### src/ddr_strobe_pkg.sv
// Shared constants and types for the strobe group I/O control
package ddr_strobe_pkg;
    // ------------------------------------------------------------
    // Group geometry
    // ------------------------------------------------------------
    localparam int CELLS_PER_GROUP = 12;
    localparam int STROBE_CELLS    = 2;
    localparam int DQ_PINS         = 10;
    localparam int ISI_W           = 3;
    localparam int DLL_W           = 7;
    localparam int WL_W            = 8;
    localparam int WL_INVERT_BIT   = 7;
    // ------------------------------------------------------------
    // Register map (byte offsets)
    // ------------------------------------------------------------
    localparam logic [4:0] OFF_CTRL   = 5'h00;
    localparam logic [4:0] OFF_ISI    = 5'h04;
    localparam logic [4:0] OFF_WLDLY  = 5'h08;
    localparam logic [4:0] OFF_STATUS = 5'h0c;
    localparam logic [31:0] CTRL_RST  = 32'h0000_0000;
    localparam logic [31:0] ISI_RST   = 32'h0000_0000;
    localparam logic [7:0]  WL_RST    = 8'h00;
    // CTRL fields
    localparam int CTRL_MODE_LO = 0;
    localparam int CTRL_EDGE_LO = 2;
    localparam int CTRL_WLSTAT  = 4;
    // STATUS fields
    localparam int ST_POL   = 0;
    localparam int ST_BURST = 1;
    localparam int ST_SIDE  = 2;
    localparam int ST_DLL   = 8;
    localparam int ST_WLEFF = 16;
    // ------------------------------------------------------------
    // Timing
    // ------------------------------------------------------------
    localparam int CLK_MHZ         = 50;
    localparam int PHASE_DEG       = 90;
    localparam int FULL_DEG        = 360;
    localparam int DLL_UPDATE_NS   = 320;
    localparam int DLL_UPDATE_CYC  = DLL_UPDATE_NS * CLK_MHZ / 1000;
    // ------------------------------------------------------------
    // Types
    // ------------------------------------------------------------
    typedef enum logic [1:0] {MODE_SDR, MODE_DDR, MODE_GEAR, MODE_RSVD} io_mode_type;
    typedef enum logic [1:0] {EDGE_LEFT, EDGE_RIGHT, EDGE_TOP, EDGE_BOTTOM} edge_type;
    typedef enum logic [1:0] {RD_IDLE, RD_WAIT_LOW, RD_PREAMBLE, RD_BURST} rd_state_type;
endpackage

### src/ddr_strobe_io_control.sv
// Strobe group tristate, ISI, read and write strobe control
//
// The register offsets and register access over Avalon-MM were chosen for this implementation.
`timescale 1ns/1ps
`default_nettype none
// What this block does
// RULE1: Single-rate and plain DDR register tristate input in one flop driving enable.
// RULE2: Double-gear passes registered tristate through a phase-clocked second register.
// RULE3: ISI correction only in double-gear, one setting per output pin.
// RULE4: Stretch isolated bit of 010 or 101; no stretch between long runs.
// RULE5: Stretch amount is a 3-bit delay field in the control block.
// RULE6: Twelve cells per group, two of them usable as strobe and complement.
// RULE7: Top edge has no output gearing, so double-gear modes are blocked.
// RULE8: Bottom edge supports neither memory nor generic DDR.
// RULE9: DLL tracks PVT from system clock feedback, emits a 7-bit code; here the reference is the measured read strobe period.
// RULE10: Left DLL serves banks 0, 7, 6; right DLL banks 1, 2, 3.
// RULE11: Read strobe delayed 90 degrees by DLL code, fanned to data pins.
// RULE12: Read logic produces polarity picking the synchroniser clock edge.
// RULE13: Double-gear read makes transfer latch, first to second capture set.
// RULE14: Write logic makes two phase clocks for data and strobe gearing.
// RULE15: Write-level delay 8 bits: 128 steps over DLL code, top bit inverts.
// RULE16: Polarity is re-evaluated at the start of every read.
// RULE17: Memory leaves strobe tristated then drives it low for preamble.
// RULE18: First rising strobe edge after preamble sets the polarity.
// RULE19: Fabric controller performs write levelling, one delay per group.
// RULE20: Groups sized for ten data bits per strobe.
// RULE21: Each low step about 25 ps; value may come from static setting.
// RULE22: Capture-valid flag raised when captured input data is valid.
// RULE23: Polarity held steady until the read burst ends.
// RULE24: Reset clears tristate, gearing and polarity with outputs disabled.
module ddr_strobe_io_control
    import ddr_strobe_pkg::*;
#(
    parameter int              PINS       = DQ_PINS, // RULE20
    parameter int              STROBE_BANK = 2,
    parameter int              TAP_DEPTH  = 16,
    parameter int              DLL_UPDATE = DLL_UPDATE_CYC,
    parameter logic [WL_W-1:0] WL_STATIC  = 8'h00
) (
    input  wire logic                  clk,
    input  wire logic                  nrst,
    // Avalon-MM slave
    input  wire logic [4:0]            avs_address,
    input  wire logic                  avs_read,
    input  wire logic                  avs_write,
    input  wire logic [31:0]           avs_writedata,
    output logic      [31:0]           avs_readdata,
    output logic                       avs_waitrequest,
    // Core side
    input  wire logic                  tristate_ctrl_in,
    input  wire logic [PINS-1:0]       coreDataOut,
    input  wire logic                  readActive,
    output logic      [PINS-1:0]       padDataOut,
    output logic      [PINS-1:0]       padOe,
    output logic      [PINS*ISI_W-1:0] isiStretch,
    output logic                       sync_clock_polarity,
    output logic                       gearbox_transfer_latch,
    output logic                       capture_valid_flag,
    output logic                       delayed_read_strobe_clk,
    output logic                       write_phase_clk_a,
    output logic                       write_phase_clk_b,
    output logic      [DLL_W-1:0]      dll_delay_code,
    output logic      [WL_W-1:0]       writeStrobeDelay,
    // Strobe pin pair
    input  wire logic                  strobeIn,
    output logic                       strobeOut,
    output logic                       strobeNOut,
    output logic                       strobeOe
);
    localparam int TAP_W = $clog2(TAP_DEPTH);

    // ------------------------------------------------------------
    // Reset synchroniser
    // ------------------------------------------------------------
    logic [1:0] rstSync_r;
    logic       rstN;

    always_ff @(posedge clk or negedge nrst) begin
        if (!nrst) rstSync_r <= 2'h0;
        else       rstSync_r <= {rstSync_r[0], 1'b1};
    end
    assign rstN = rstSync_r[1];

    // ------------------------------------------------------------
    // Register file over Avalon-MM
    // ------------------------------------------------------------
    logic [31:0]     ctrl_r;
    logic [31:0]     isi_r;
    logic [WL_W-1:0] wl_r;
    logic            ack_r;
    logic            access;
    logic            doWrite;
    logic [31:0]     statusWord;
    logic [31:0]     readMux;

    assign access          = avs_read || avs_write;
    assign avs_waitrequest = access && !ack_r;
    assign doWrite         = avs_write && ack_r;

    // Read data loaded a cycle early to stand at the acknowledge
    assign readMux = (avs_address == OFF_CTRL)   ? ctrl_r :
                     (avs_address == OFF_ISI)    ? isi_r :
                     (avs_address == OFF_WLDLY)  ? {24'h0, wl_r} :
                     (avs_address == OFF_STATUS) ? statusWord : 32'h0;

    always_ff @(posedge clk or negedge rstN) begin
        if (!rstN) begin
            ack_r        <= 1'b0;
            avs_readdata <= 32'h0;
        end else begin
            ack_r <= access && !ack_r;
            if (avs_read && !ack_r) avs_readdata <= readMux;
        end
    end

    // Writes land on the edge where waitrequest is low
    always_ff @(posedge clk or negedge rstN) begin
        if (!rstN) begin
            ctrl_r <= CTRL_RST;
            isi_r  <= ISI_RST;
            wl_r   <= WL_RST;
        end else if (doWrite) begin
            if (avs_address == OFF_CTRL)  ctrl_r <= avs_writedata;
            if (avs_address == OFF_ISI)   isi_r  <= avs_writedata;
            if (avs_address == OFF_WLDLY) wl_r   <= avs_writedata[WL_W-1:0]; // RULE19
        end
    end

    // ------------------------------------------------------------
    // Mode decode by edge capability
    // ------------------------------------------------------------
    io_mode_type reqMode;
    edge_type    edgeSel;
    logic        gearOn;
    logic        ddrOn;

    assign reqMode = io_mode_type'(ctrl_r[CTRL_MODE_LO +: 2]);
    assign edgeSel = edge_type'(ctrl_r[CTRL_EDGE_LO +: 2]);
    // Top edge lacks output gearing; bottom edge lacks any DDR
    assign gearOn  = (reqMode == MODE_GEAR) && (edgeSel == EDGE_LEFT || edgeSel == EDGE_RIGHT); // RULE7
    assign ddrOn   = (reqMode != MODE_SDR) && (edgeSel != EDGE_BOTTOM); // RULE8

    // Banks 0, 7, 6 belong to the left DLL, all others to the right
    function automatic logic dllSideIsRight(input int bank);
        dllSideIsRight = !(bank == 0 || bank == 7 || bank == 6); // RULE10
    endfunction

    // ------------------------------------------------------------
    // Write phase clocks
    // ------------------------------------------------------------
    // Quadrature pair from clk, one domain
    logic [1:0] phaseCnt_r;
    logic       phaseBRise;

    always_ff @(posedge clk or negedge rstN) begin
        if (!rstN) begin
            phaseCnt_r        <= 2'h0;
            write_phase_clk_a <= 1'b0;
            write_phase_clk_b <= 1'b0;
        end else begin
            phaseCnt_r        <= phaseCnt_r + 2'h1;
            write_phase_clk_a <= phaseCnt_r[1]; // RULE14
            write_phase_clk_b <= phaseCnt_r[1] ^ phaseCnt_r[0]; // RULE14
        end
    end
    assign phaseBRise = (phaseCnt_r[1] ^ phaseCnt_r[0]) && !write_phase_clk_b;

    // ------------------------------------------------------------
    // Tristate path
    // ------------------------------------------------------------
    logic tsReg_r;
    logic tsGear_r;
    logic tsEff;

    // Reset tristates so no pad drives before setup
    always_ff @(posedge clk or negedge rstN) begin
        if (!rstN) begin
            tsReg_r  <= 1'b1; // RULE24
            tsGear_r <= 1'b1; // RULE24
        end else begin
            tsReg_r <= tristate_ctrl_in; // RULE1
            if (phaseBRise || (phaseCnt_r == 2'h0)) tsGear_r <= tsReg_r; // RULE2
        end
    end
    assign tsEff = gearOn ? tsGear_r : tsReg_r; // RULE1 RULE2

    always_ff @(posedge clk or negedge rstN) begin
        if (!rstN) begin
            padOe    <= '0;
            strobeOe <= 1'b0;
        end else begin
            padOe    <= {PINS{!tsEff}};
            strobeOe <= !tsEff;
        end
    end

    // ------------------------------------------------------------
    // ISI correction, one instance per data pin
    // ------------------------------------------------------------
    genvar gi;
    generate
        for (gi = 0; gi < PINS; gi++) begin : g_isi
            isi_stretch u_isi (
                .clk      (clk),
                .rstN     (rstN),
                .enable   (gearOn), // RULE3
                .delaySel (isi_r[gi*ISI_W +: ISI_W]), // RULE3 RULE5
                .dataIn   (coreDataOut[gi]),
                .dataOut  (padDataOut[gi]),
                .stretch  (isiStretch[gi*ISI_W +: ISI_W])
            );
        end
    endgenerate

    // ------------------------------------------------------------
    // Strobe pin sampling and period measurement
    // ------------------------------------------------------------
    logic [1:0] strobeSync_r;
    logic       strobePrev_r;
    logic       strobeRise;
    logic [6:0] periodCnt_r;
    logic [6:0] period_r;

    always_ff @(posedge clk or negedge rstN) begin
        if (!rstN) begin
            strobeSync_r <= 2'h3; // Idle line is pulled high: no false rise after reset
            strobePrev_r <= 1'b1;
        end else begin
            strobeSync_r <= {strobeSync_r[0], strobeIn};
            strobePrev_r <= strobeSync_r[1];
        end
    end
    assign strobeRise = strobeSync_r[1] && !strobePrev_r;

    // Period is the DLL reference; saturates when idle
    always_ff @(posedge clk or negedge rstN) begin
        if (!rstN) begin
            periodCnt_r <= 7'h0;
            period_r    <= 7'h0;
        end else if (strobeRise) begin
            periodCnt_r <= 7'h1;
            period_r    <= periodCnt_r;
        end else if (periodCnt_r != 7'h7f) begin
            periodCnt_r <= periodCnt_r + 7'h1;
        end
    end

    // ------------------------------------------------------------
    // DLL loop: code steps toward a quarter period
    // ------------------------------------------------------------
    logic [DLL_W-1:0] target;
    logic [15:0]      dllTick_r;

    assign target = 7'((32'(period_r) * PHASE_DEG) / FULL_DEG); // RULE11

    // One step per update avoids code jumps
    always_ff @(posedge clk or negedge rstN) begin
        if (!rstN) begin
            dllTick_r      <= 16'h0;
            dll_delay_code <= '0;
        end else if (dllTick_r == 16'(DLL_UPDATE - 1)) begin
            dllTick_r <= 16'h0;
            if (dll_delay_code < target)      dll_delay_code <= dll_delay_code + 7'h1; // RULE9
            else if (dll_delay_code > target) dll_delay_code <= dll_delay_code - 7'h1; // RULE9
        end else begin
            dllTick_r <= dllTick_r + 16'h1;
        end
    end

    // ------------------------------------------------------------
    // Delayed read strobe
    // ------------------------------------------------------------
    logic [TAP_DEPTH-1:0] tapLine_r;
    logic [TAP_W-1:0]     tapSel;
    logic                 dlyPrev_r;
    logic                 dlyRise;
    logic                 dlyFall;

    // Taps past the line clamp to the last
    assign tapSel = (dll_delay_code > 7'(TAP_DEPTH - 1)) ? TAP_W'(TAP_DEPTH - 1)
                                                        : dll_delay_code[TAP_W-1:0];

    always_ff @(posedge clk or negedge rstN) begin
        if (!rstN) begin
            tapLine_r               <= '0;
            delayed_read_strobe_clk <= 1'b0;
            dlyPrev_r               <= 1'b0;
        end else begin
            tapLine_r               <= {tapLine_r[TAP_DEPTH-2:0], strobeSync_r[1]};
            delayed_read_strobe_clk <= ddrOn && tapLine_r[tapSel]; // RULE11
            dlyPrev_r               <= delayed_read_strobe_clk;
        end
    end
    assign dlyRise = delayed_read_strobe_clk && !dlyPrev_r;
    assign dlyFall = !delayed_read_strobe_clk && dlyPrev_r;

    // ------------------------------------------------------------
    // Read burst and polarity control
    // ------------------------------------------------------------
    rd_state_type rdState_r;
    rd_state_type rdNxt;
    logic [1:0]   readSync_r;
    logic         latchPhase_r;

    always_ff @(posedge clk or negedge rstN) begin
        if (!rstN) readSync_r <= 2'h0;
        else       readSync_r <= {readSync_r[0], readActive};
    end

    // Await driven-low preamble, then first rise
    always_comb begin
        rdNxt = rdState_r;
        case (rdState_r)
            RD_IDLE:     if (readSync_r[1] && ddrOn) rdNxt = RD_WAIT_LOW;
            RD_WAIT_LOW: if (!strobeSync_r[1]) rdNxt = RD_PREAMBLE; // RULE17
            RD_PREAMBLE: if (strobeRise) rdNxt = RD_BURST; // RULE18
            RD_BURST:    rdNxt = RD_BURST;
            default:     rdNxt = RD_IDLE;
        endcase
        if (!readSync_r[1]) rdNxt = RD_IDLE;
    end

    always_ff @(posedge clk or negedge rstN) begin
        if (!rstN) rdState_r <= RD_IDLE;
        else       rdState_r <= rdNxt;
    end

    // Polarity loads only at preamble exit
    always_ff @(posedge clk or negedge rstN) begin
        if (!rstN) begin
            sync_clock_polarity <= 1'b0; // RULE24
        end else if (rdState_r == RD_PREAMBLE && strobeRise) begin
            sync_clock_polarity <= phaseCnt_r[0]; // RULE12 RULE16 RULE18
        end
    end
    // Outside the preamble exit the polarity flop never loads: RULE23

    // In double-gear, latch on every second delayed rise; valid on each fall
    always_ff @(posedge clk or negedge rstN) begin
        if (!rstN) begin
            latchPhase_r           <= 1'b0;
            gearbox_transfer_latch <= 1'b0;
            capture_valid_flag     <= 1'b0;
        end else begin
            if (rdState_r != RD_BURST) latchPhase_r <= 1'b0;
            else if (dlyRise)          latchPhase_r <= !latchPhase_r;
            gearbox_transfer_latch <= gearOn && (rdState_r == RD_BURST) && dlyRise && latchPhase_r; // RULE13
            capture_valid_flag     <= (rdState_r == RD_BURST) && dlyFall; // RULE22
        end
    end

    // ------------------------------------------------------------
    // Write levelling and write strobe
    // ------------------------------------------------------------
    logic [WL_W-1:0] wlSel;

    assign wlSel = ctrl_r[CTRL_WLSTAT] ? WL_STATIC : wl_r; // RULE21

    always_ff @(posedge clk or negedge rstN) begin
        if (!rstN) begin
            writeStrobeDelay <= '0;
            strobeOut        <= 1'b0;
            strobeNOut       <= 1'b1;
        end else begin
            writeStrobeDelay <= {1'b0, wlSel[WL_W-2:0] + dll_delay_code}; // RULE15 RULE21
            strobeOut        <= write_phase_clk_a ^ wlSel[WL_INVERT_BIT]; // RULE15
            strobeNOut       <= !(write_phase_clk_a ^ wlSel[WL_INVERT_BIT]); // RULE6
        end
    end

    // ------------------------------------------------------------
    // Status word
    // ------------------------------------------------------------
    assign statusWord = {8'h0, writeStrobeDelay, 1'b0, dll_delay_code, 5'h0,
                         dllSideIsRight(STROBE_BANK), rdState_r == RD_BURST, sync_clock_polarity};
endmodule
`default_nettype wire

### src/isi_stretch.sv
// Per-pin output history and isolated-bit stretch selection
`timescale 1ns/1ps
`default_nettype none
module isi_stretch
    import ddr_strobe_pkg::*;
(
    input  wire logic             clk,
    input  wire logic             rstN,
    input  wire logic             enable,
    input  wire logic [ISI_W-1:0] delaySel,
    input  wire logic             dataIn,
    output logic                  dataOut,
    output logic      [ISI_W-1:0] stretch
);
    logic [1:0] hist_r;
    logic       isolated;

    // Middle bit differs from both neighbours: 010 or 101
    assign isolated = (hist_r[1] != hist_r[0]) && (hist_r[0] != dataIn); // RULE4

    // ------------------------------------------------------------
    // History shift and stretch register
    // ------------------------------------------------------------
    // Long runs never stretch
    always_ff @(posedge clk or negedge rstN) begin
        if (!rstN) begin
            hist_r  <= 2'h0;
            dataOut <= 1'b0;
            stretch <= '0;
        end else begin
            hist_r  <= {hist_r[0], dataIn};
            dataOut <= hist_r[0];
            stretch <= (enable && isolated) ? delaySel : '0; // RULE4 RULE5
        end
    end
endmodule
`default_nettype wire
### config.mk
export PLATFORM = sky130hd
export DESIGN_NAME = ddr_strobe_io_control
export DESIGN_NICKNAME = d
export VERILOG_FILES = /design/src/ddr_strobe_pkg.sv /design/src/ddr_strobe_io_control.sv /design/src/isi_stretch.sv
export SDC_FILE = /design/constraint.sdc
export NUM_CORES = 1
export LEC_CHECK = 0
export BUFFER_PORTS_ARGS = -buffer_cell sky130_fd_sc_hd__buf_4
export CORE_MARGIN = 2
export CORE_UTILIZATION = 50
export CTS_CLUSTER_SIZE = 12
export DETAILED_ROUTE_END_ITERATION = 7
export PLACE_DENSITY = 0.7
export SYNTH_ARGS = -nofsm -noshare
export SYNTH_HDL_FRONTEND = slang
export SYNTH_SLANG_ARGS = --single-unit
### constraint.sdc
create_clock -name clk -period 8.2 [get_ports clk]
set_clock_uncertainty 0.2 [all_clocks]
set_input_delay 0.82 -clock clk [delete_from_list [all_inputs] [get_ports clk]]
set_output_delay 0.82 -clock clk [all_outputs]
set_load 0.02 [all_outputs]
After elaboration in Yosys (flattened, before gate mapping)
Index checks and enable logic that the tools add are counted.
W data, S select, Z words.
- bits in registers: 250
- input bits: 54
- output and inout bits: 107
- word-level logic and storage cells: 201
- add/subtract/negate cells: 6
- multipliers: 1
- div/mod/pow operators: 1
- magnitude comparators: 4
- equality and inequality tests: 35
- multiplexer cells: 31
- bitwise logic cells: 2
- reductions and logical operators: 60
- operators with widths (operator ; number):
    $mux W32 ; 2
    $mux W23 ; 2
    $logic_and A1 B1 Y1 ; 36
    $div A14 B9 Y32 const B ; 1
    $mux W3 ; 10
    $mux W7 ; 4
    $ne A1 B1 Y1 ; 20
    $add A16 B1 Y16 const B ; 1
    $eq A16 B4 Y1 const B ; 1
    $mux W16 ; 1
    $add A7 B1 Y7 const B ; 2
    $mul A7 B6 Y13 const B ; 1
    $eq A5 B4 Y1 const B ; 2
    $ne A3 B3 Y1 const B ; 3
    $logic_not A1 Y1 ; 8
    $mux W2 ; 4
    $mux W8 ; 1
    $pmux W2 S4 ; 1
    $reduce_and A2 Y1 ; 4
    $reduce_bool A2 Y1 ; 4
    $add A7 B7 Y7 ; 1
    $gt A7 B4 Y1 const B ; 1
    $gt A7 B7 Y1 ; 1
    $lt A7 B7 Y1 ; 1
    other kinds (16) ; 28

Logic depth before layout (Yosys ltp)
Gate-level depths: netlist of run 1.
- depth in word-level cells: 6
- mapped depth: 47
- depth with buffers taken out: 41

Modules after synthesis
Synthesis of run 1 repeated with hierarchy kept, for this count alone.
- cell total of the unflattened synthesis: 1142
- area, all modules: 12324.3 µm²
- modules (own cells, without submodules) (module ; instances ; cells each ; area an instance (µm²) ; sequential area each (µm²)):
    ddr_strobe_io_control ; 1 ; 1012 ; 10647.7 ; 4712.0
    isi_stretch ; 10 ; 13 ; 167.7 ; 125.1

Worst setup path after synthesis of run 1
Ideal clock, no wire load.
- path type: reg-to-reg
- start: reg period_r[2]
- end: reg dll_delay_code[5]
- setup time: 0.125 ns
- arrival time: 9.239 ns
- data required time: 7.875 ns
- setup slack: -1.364 ns
- stages on the path, launching flop included: 43
- buffers on the path: 2
- period minus slack after synthesis: 9.564 ns
- cells stage by stage: dfrtp_1 ha_1 ha_1 fa_1 ha_1 fa_1 a211o_2 a21oi_1 o21ai_0 nand4bb_1 buf_2 o21a_1 inv_1 ha_1 nand3b_1 o22a_2 o32ai_2 xor2_1 [... 7 more ...] o41ai_4 o211a_1 nor4_1 o21ai_1 ha_1 nor2b_1 o21a_1 o21a_1 o21ai_0 nand2b_1 a211o_1 ha_1 a21o_1 a21o_1 a21o_1 a21oi_1 xnor2_1 mux2_2
- word-level cells in the longest chain between the ends: 5
- elaborated cells on any way between the ends: 7
- classes of those cells: mul: 1; div: 1; order compare: 2; mux: 1; reduce/logical: 2
- RTL lines (item ; line ; text):
    start: declaration ; ddr_strobe_io_control.sv:222 ; logic [6:0] period_r;
    start signal: assignment ; ddr_strobe_io_control.sv:242 ; period_r <= periodCnt_r;
    $mul A7 B6 Y13 (*) ; ddr_strobe_io_control.sv:254 ; assign target = 7'((32'(period_r) * PHASE_DEG) / FULL_DEG);
    $div A14 B9 Y32 (*) ; ddr_strobe_io_control.sv:254 ;
    $lt A7 B7 Y1 / $gt A7 B7 Y1 (equally long branches) ; ddr_strobe_io_control.sv:263, ddr_strobe_io_control.sv:264 ;
    $reduce_bool A2 Y1 (no source line) ; -- ;
    $reduce_and A2 Y1 (no source line) ; -- ;
    end signal: assignment ; ddr_strobe_io_control.sv:263 ; if (dll_delay_code < target) dll_delay_code <= dll_delay_code + 7'h1;
    end signal: assignment ; ddr_strobe_io_control.sv:264 ; else if (dll_delay_code > target) dll_delay_code <= dll_delay_code - 7'h1;
    end: declaration ; ddr_strobe_io_control.sv:62 ; output logic [DLL_W-1:0] dll_delay_code,
Mark *: on every way between the ends. The rest lies on a longest branch, timed or not.
A chain may end at the register's enable or synchronous reset.

Worst setup path in the final report of run 1
- start: reg period_r[3]
- end: reg dll_delay_code[4]
Same word-level chain as after synthesis.

==> parameters.txt, run 1 <==
Parameter                              Value

Die
  Initial core utilization    0.5035
  Row count    between 50 and 60
  Core footprint    between 20000 and 25000 um2
  Die extent in y    roughly 160 um
  Overall die area    ~26000 um2
  Horizontal die dimension    162.5 um
  Number of placed I/O pins    between 150 and 200

GRT
  Residual overflow from global routing    0
  Total global routing track utilization    0.2371
  Number of antenna violations at the first check in global routing    0
  Number of global-route vias before repair    between 9000 and 10000
  First-pass GRT wire length    50860 um
  Largest net degree at the start of global routing    83

Pwr
  Peak supply drop    between 0.2 and 0.25 mV
  Leakage    roughly 8.0 nW
  P per Cell Area    about 360 nW/um2

Hold path
  Hold Path Class    reg -> async

Detailed routing
  Post-detailed-route count of antenna-violating nets    0
  Routed WL per cell    17.50 um
  Iteration count of the initial detailed-routing pass    5
  Detailed Route WL    between 30000 and 40000 um
  Final routed DRC violation total    0
  Detail Route met2 WL    15570 um
  Number of vias in the routed layout    9913
  Met3 wire length    roughly 1400 um
  Highest metal layer with signal wires    met4
  Per-cell via count in the routed design    between 5 and 6
  Initial DRC Count    678
  Wire length on met1    13930 um

STA
  Setup repair after global routing missed its margin    yes
  Final count of hold timing violations    0
  Setup TNS Final    -7.671 ns
  Setup slack after layout    -1.303 ns
  Final-report setup violation count    7
  Count of pins over their slew limit    0
  Worst relative slew slack    0.3269
  Fmax    between 0.1 and 0.15 GHz
  Pin slew with the least headroom to its limit    a little over 1 ns
  Min Clock Period, post-route    approximately 9.5 ns
  Share of the cycle needed by the critical path after routing    1.159

Clock tree
  Maximum buffer depth of the clock tree    3
  Clock transition at the register clock pins on the worst setup and hold paths after CTS    0.06 ns
  TritonCTS sink count    238
  CTS tree    done
  Clock root buffer    sky130_fd_sc_hd__clkbuf_16
  Count of H-tree levels built during CTS    1
  CTS buffer count    25
  Insertion delay of the later-clocked pin in the worst-skew pair    roughly 0.53 ns

Cells and area
  Fraction of layout instances using a drive strength above 1    0.4015
  Post-layout net count    1569
  Non-filler cells, final    about 1800
  Register area    a little under 6000 um2
  Final design utilization    0.6710
  Layout fillers    around 2000
  Diodes inserted    0
  Signed area change from the synthesized netlist to the final layout    33.28%
  Multi-input gate area in the final layout    6648 um2

Synth
  Yosys synthesis warning count    0
  Post-synthesis register bit count    roughly 240
  Top cell type's share of synthesized area    0.4619
  Async set-reset flop share out of synthesis    1.000
  Number of enable-type register cells in the synthesized netlist    0
  Largest area contributor in the netlist    sky130_fd_sc_hd__dfrtp_1
  Net count of the mapped netlist    about 1300
  Main synth FF type    sky130_fd_sc_hd__dfrtp_1
  Synthesized area per cell    10.99 um2
  Number of library cell types mapped by synthesis    between 100 and 150
  Synth cell count leaders    sky130_fd_sc_hd__dfrtp_1, sky130_fd_sc_hd__nand2_1, sky130_fd_sc_hd__mux2_2, sky130_fd_sc_hd__nor2_1, sky130_fd_sc_hd__o21ai_0
  Largest cells by area after synthesis    sky130_fd_sc_hd__dfrtp_1, sky130_fd_sc_hd__mux2_2, sky130_fd_sc_hd__ha_1
  Most frequently used cell type in the post-synthesis netlist    sky130_fd_sc_hd__dfrtp_1
  Part of the Yosys area used for sequential elements    0.4745
  Synth Cell Area    between 10000 and 15000 um2
  Synthesized instance count    between 1000 and 1500

Job
  Max-cap check violation count    0

Worst setup path
  Path type of the worst setup path    reg -> reg
  Source of the worst register-to-register timing path    period_r[3]$_DFFE_PN0P_
  Critical path's largest stage delay    0.57 ns
  Kind of capture point of the worst setup path    register
  Register-to-register setup slack    -1.30 ns
  Combined buffer and inverter count along the critical path    11
  Critical path data required time    8.41 ns
  Data arrival time at the worst-slack endpoint    approximately 10 ns
  Critical R2R Capture    dll_delay_code[4]$_DFFE_PN0P_
  Cell at the slowest stage of the critical path    sky130_fd_sc_hd__fa_2
  Crit path max fanout    6
  CP dominant cell by count    sky130_fd_sc_hd__buf_4
  Cell family with the largest share of critical-path delay    compound AO/OA/AOI/OAI gates
  Depth of the most critical reg-to-reg path    44
  Element type at the critical path start    register

Status
  Violations in the final reports    negative setup slack
  Outcome    finished with violations

Placement
  Count of port buffers added during placement    between 150 and 200
  Final HPWL from detailed placement    22450 um
  Final RePlAce weighted congestion    0.8423
  Place WS    -1.366 ns
  Placed instance count    between 1500 and 2000
==> cell usage in the layout, fill, tap and decap left out, types with 14 or more instances in the layout <==
cell and instances:
sky130_fd_sc_hd__o21ai_0 47, sky130_fd_sc_hd__buf_6 15, sky130_fd_sc_hd__mux2_2 77, sky130_fd_sc_hd__nand3_1 19, sky130_fd_sc_hd__nand2_1 96, sky130_fd_sc_hd__nor2b_1 14, sky130_fd_sc_hd__inv_1 26, sky130_fd_sc_hd__ha_4 15
sky130_fd_sc_hd__xnor2_1 25, sky130_fd_sc_hd__clkbuf_16 25, sky130_fd_sc_hd__mux2i_1 22, sky130_fd_sc_hd__nor2_1 69, sky130_fd_sc_hd__ha_1 29, sky130_fd_sc_hd__and2_1 35, sky130_fd_sc_hd__dfrtp_1 230, sky130_fd_sc_hd__a21oi_1 37
sky130_fd_sc_hd__buf_4 344, sky130_fd_sc_hd__a22o_1 21
==> cell families (layout without fill, tap and decap cells) <==
group / Yosys count / count (layout) / share of synthesized area
AND/OR/NAND/NOR: 326 / 326 / 0.1322
AO/OA/AOI/OAI: 264 / 264 / 0.1563
flip-flops: 238 / 238 / 0.4745
multiplexers: 109 / 109 / 0.1001
buffers and inverters: 108 / 441 / 0.04440
adder cells (fa/ha/maj): 56 / 56 / 0.06152
XOR/XNOR: 41 / 41 / 0.03036
other: 2 / 2 / 0.0005975
==> what timing repair did <==
| action | 4_1_cts | 5_1_grt |
|---|---|---|
| gates cloned | 0 | 0 |
| hold buffers | 1 | 0 |
| hold endpoints to repair | 2 | 0 |
| resized for setup | 62 | 35 |
| setup buffers | 29 | 17 |
| pin swaps | 44 | 44 |
| setup endpoints to repair | 7 | 7 |
==> registers in the layout, indices dropped and copies added, names as in the netlist, 2 cells and up <==
signal               cells
avs_readdata            32
ctrl_r                  32
dllTick_r               16
dll_delay_code           7
g_isi.u_isi.dataOut     10
g_isi.u_isi.hist_r      10
g_isi.u_isi.stretch     30
isi_r                   32
periodCnt_r              7
period_r                 7
phaseCnt_r               2
rdState_r                2
readSync_r               2
rstSync_r                2
strobeSync_r             2
tapLine_r               16
wl_r                     8
writeStrobeDelay         7
==> final cells by class <==
cell class	instances	area share
inverters	34	0.007619
repair buffers	363	0.1684
multi-input cells	798	0.3968
clock inverters	5	0.003884
flip-flops and latches	238	0.3563
well taps	330	0.02465
clock buffers	39	0.04228
==> stage by stage <==
stage / power, mW / cell area (um2) / hold WS (ns)
after global placement: 4.274 / 15090 / 0.09231
after global routing: 6.314 / 16750 / 0.1295
after floorplan: 3.192 / 12720 / 0.1312
after CTS: 5.737 / 16480 / 0.1009
after detailed placement: 4.318 / 15090 / 0.09683
final: 5.949 / 16750 / 0.07329
==> how the worst max path moves through the flow <==
stage                     cells past startpoint                            end                    start
after floorplan                              42  dll_delay_code[5]$_DFFE_PN0P_  period_r[4]$_DFFE_PN0P_
after global placement                       44  dll_delay_code[5]$_DFFE_PN0P_  period_r[4]$_DFFE_PN0P_
after detailed placement                     44  dll_delay_code[5]$_DFFE_PN0P_  period_r[4]$_DFFE_PN0P_
after CTS                                    40  dll_delay_code[5]$_DFFE_PN0P_  period_r[3]$_DFFE_PN0P_
after global routing                         44  dll_delay_code[4]$_DFFE_PN0P_  period_r[3]$_DFFE_PN0P_
final                                        44  dll_delay_code[4]$_DFFE_PN0P_  period_r[3]$_DFFE_PN0P_
==> report_power, final <==
part | total (mW) | leakage [nW] | switching [mW] | internal, mW
clock network | 1.08 | 0.378 | 0.452 | 0.625
registers | 1.47 | 3.11 | 0.166 | 1.30
logic | 3.40 | 4.47 | 1.67 | 1.73
total | 5.95 | 7.95 | 2.29 | 3.66
==> layer usage <==
layer,GRT usage,vias up
li1,-,4746
met1,0.3252,4892
met2,0.4052,225
met3,0.02750,50
met4,0.05873,0
met5,0,-
Power figures use the tool's default switching activity.
==> run 2, diff against run 1 <==
--- a/config.mk
+++ b/config.mk
@@ -11,6 +11,7 @@
 export CTS_CLUSTER_SIZE = 12
 export DETAILED_ROUTE_END_ITERATION = 7
 export PLACE_DENSITY = 0.7
+export RECOVER_POWER = 25
 export SYNTH_ARGS = -nofsm -noshare
 export SYNTH_HDL_FRONTEND = slang
 export SYNTH_SLANG_ARGS = --single-unit
==> run 2 against run 1 <==
Effect of this change: the flow finishes with violations (max-capacitance violations, max-slew violations, negative setup slack); fmax about the same; via count fell by 0.11%; global-route usage is the same; die area did not move; setup slack got worse by 0.00052 ns; worst hold slack improved by 0.073 ns; critical path type unchanged; register-to-register slack is essentially flat; combinational power hardly changed; clock power is essentially flat; sequential share of layout area grew 0.098 points; sequential power is essentially flat; critical endpoint unchanged; cell count did not move.
==> parameters.txt, run 2 (synthesis results as in run 1) <==
Parameter                              Value

GRT
  Residual overflow from global routing    0
  Number of global-route vias before repair    about 10000
  Total global routing track utilization    0.2371
  First-pass GRT wire length    ~51000 um
  Largest net degree at the start of global routing    83
  Number of antenna violations at the first check in global routing    0

Clock tree
  Insertion delay of the later-clocked pin in the worst-skew pair    0.53 ns
  TritonCTS sink count    roughly 240
  Count of H-tree levels built during CTS    1
  Clock root buffer    sky130_fd_sc_hd__clkbuf_16
  CTS buffer count    25
  CTS tree    done
  Clock transition at the register clock pins on the worst setup and hold paths after CTS    approximately 0.060 ns
  Maximum buffer depth of the clock tree    3

STA
  Setup repair after global routing missed its margin    yes
  Fmax    0.1052 GHz
  Count of pins over their slew limit    between 90 and 100
  Final-report setup violation count    7
  Worst relative slew slack    -0.5639
  Pin slew with the least headroom to its limit    2.346 ns
  Final count of hold timing violations    0
  Min Clock Period, post-route    ~9.5 ns
  Setup slack after layout    -1.303 ns
  Share of the cycle needed by the critical path after routing    1.159

Die
  Number of placed I/O pins    roughly 160
  Horizontal die dimension    between 150 and 200 um
  Overall die area    between 20000 and 30000 um2
  Initial core utilization    0.5035
  Die extent in y    162.5 um
  Core footprint    about 25000 um2
  Row count    58

Worst setup path
  Critical path's largest stage delay    ~0.57 ns
  Critical path data required time    8.41 ns
  Element type at the critical path start    register
  Register-to-register setup slack    -1.30 ns
  Cell at the slowest stage of the critical path    sky130_fd_sc_hd__fa_2
  Depth of the most critical reg-to-reg path    44
  Count of cell instances traversed by the critical path    between 40 and 50
  Path type of the worst setup path    reg -> reg
  Data arrival time at the worst-slack endpoint    approximately 9.7 ns
  CP dominant cell by count    sky130_fd_sc_hd__buf_4
  Kind of capture point of the worst setup path    register
  Cell family with the largest share of critical-path delay    compound AO/OA/AOI/OAI gates
  Combined buffer and inverter count along the critical path    11
  Crit path max fanout    6

Placement
  Place WS    -1.366 ns
  Final RePlAce weighted congestion    0.8423
  Final HPWL from detailed placement    roughly 22000 um
  Placed instance count    1718
  Count of port buffers added during placement    159

Cells and area
  Fraction of layout instances using a drive strength above 1    0.3907
  Non-filler cells, final    1807
  Leading cell types in the layout, fill and taps excluded    sky130_fd_sc_hd__buf_4, sky130_fd_sc_hd__dfrtp_1, sky130_fd_sc_hd__nand2_1
  Most common cell after layout, fill and taps aside    sky130_fd_sc_hd__buf_4
  Post-layout net count    1569
  Largest registers ranked by flip-flop count    avs_readdata (32), ctrl_r (32), isi_r (32)
  Diodes inserted    0
  Signed area change from the synthesized netlist to the final layout    32.83%
  Final design utilization    0.6688

Status
  Outcome    finished with violations
  Violations in the final reports    max-capacitance violations, max-slew violations, negative setup slack

Hold path
  Hold Path Class    reg -> reg
  Number of cells on the worst hold path    0

Detailed routing
  Number of vias in the routed layout    roughly 10000
  Routed WL per cell    between 15 and 20 um
  Iteration count of the initial detailed-routing pass    5
  Detailed Route WL    about 32000 um
  Initial DRC Count    roughly 690
  Per-cell via count in the routed design    ~5.5
  Final routed DRC violation total    0
  Post-detailed-route count of antenna-violating nets    0

Pwr
  Peak supply drop    ~0.23 mV
  P per Cell Area    ~360 nW/um2
  Leakage    slightly below 8 nW

Job
  Max-cap check violation count    2
## run 2: cell count changes in the layout (fill, tap and decap cells not counted)
cell	delta
sky130_fd_sc_hd__clkbuf_1	+14
sky130_fd_sc_hd__dfstp_2	-1
sky130_fd_sc_hd__dfrtp_4	-1
sky130_fd_sc_hd__clkbuf_4	+3
sky130_fd_sc_hd__dfstp_1	+1
sky130_fd_sc_hd__buf_4	-17
sky130_fd_sc_hd__dfrtp_1	+1
## run 2: timing repair
action                                  CTS  global route
gates cloned                              0             0
gates resized for setup                  62            35
hold endpoints to repair                  2             0
endpoints found under the setup margin    7             7
pin swaps                                44            44
setup buffers                            29            17
hold buffers                              1             0
## run 2: worst paths after layout
kind                                         start                            end
max in group asynchronous   rstSync_r[1]$_DFF_PN0_          isi_r[11]$_DFFE_PN0P_
setup / recovery           period_r[3]$_DFFE_PN0P_  dll_delay_code[4]$_DFFE_PN0P_
hold / removal              rstSync_r[0]$_DFF_PN0_         rstSync_r[1]$_DFF_PN0_
min in group asynchronous   rstSync_r[1]$_DFF_PN0_             strobeOe$_DFF_PN0_
setup reg to reg           period_r[3]$_DFFE_PN0P_  dll_delay_code[4]$_DFFE_PN0P_
hold reg to reg             rstSync_r[0]$_DFF_PN0_         rstSync_r[1]$_DFF_PN0_
## run 2: layout make-up
class,count,area [um2]
clock inverters,5,65.06
clock buffers,39,708.2
fillers,1962,8269
inverters,34,127.6
multi-input cells,798,6648
repair buffers,363,2769
well taps,330,412.9
flip-flops and latches,238,5964
## run 2: where the power goes
part	switching, mW	internal [mW]
Clock	0.452	0.625
Combinational	1.67	1.73
Sequential	0.166	1.30
Total	2.29	3.65
## run 2: metrics by stage
stage | setup TNS (ns) | instance area, um2 | power, mW | hold slack, ns
2_1_floorplan | -5.409 | 12720 | 3.192 | 0.1312
3_3_place_gp | -6.851 | 15090 | 4.274 | 0.09231
3_5_place_dp | -8.169 | 15090 | 4.318 | 0.09683
4_1_cts | -6.300 | 16480 | 5.737 | 0.1009
5_1_grt | -9.837 | 16690 | 6.311 | 0.1540
6_report | -7.677 | 16690 | 5.946 | 0.1461
## run 2: routing by layer
layer  global-route usage  share of wire  up-vias
met5                    0              0        -
met4              0.05873          0.022        0
met3              0.02750          0.042       50
met2               0.4052           0.49      212
met1               0.3252           0.44     4893
li1                     -              -     4747
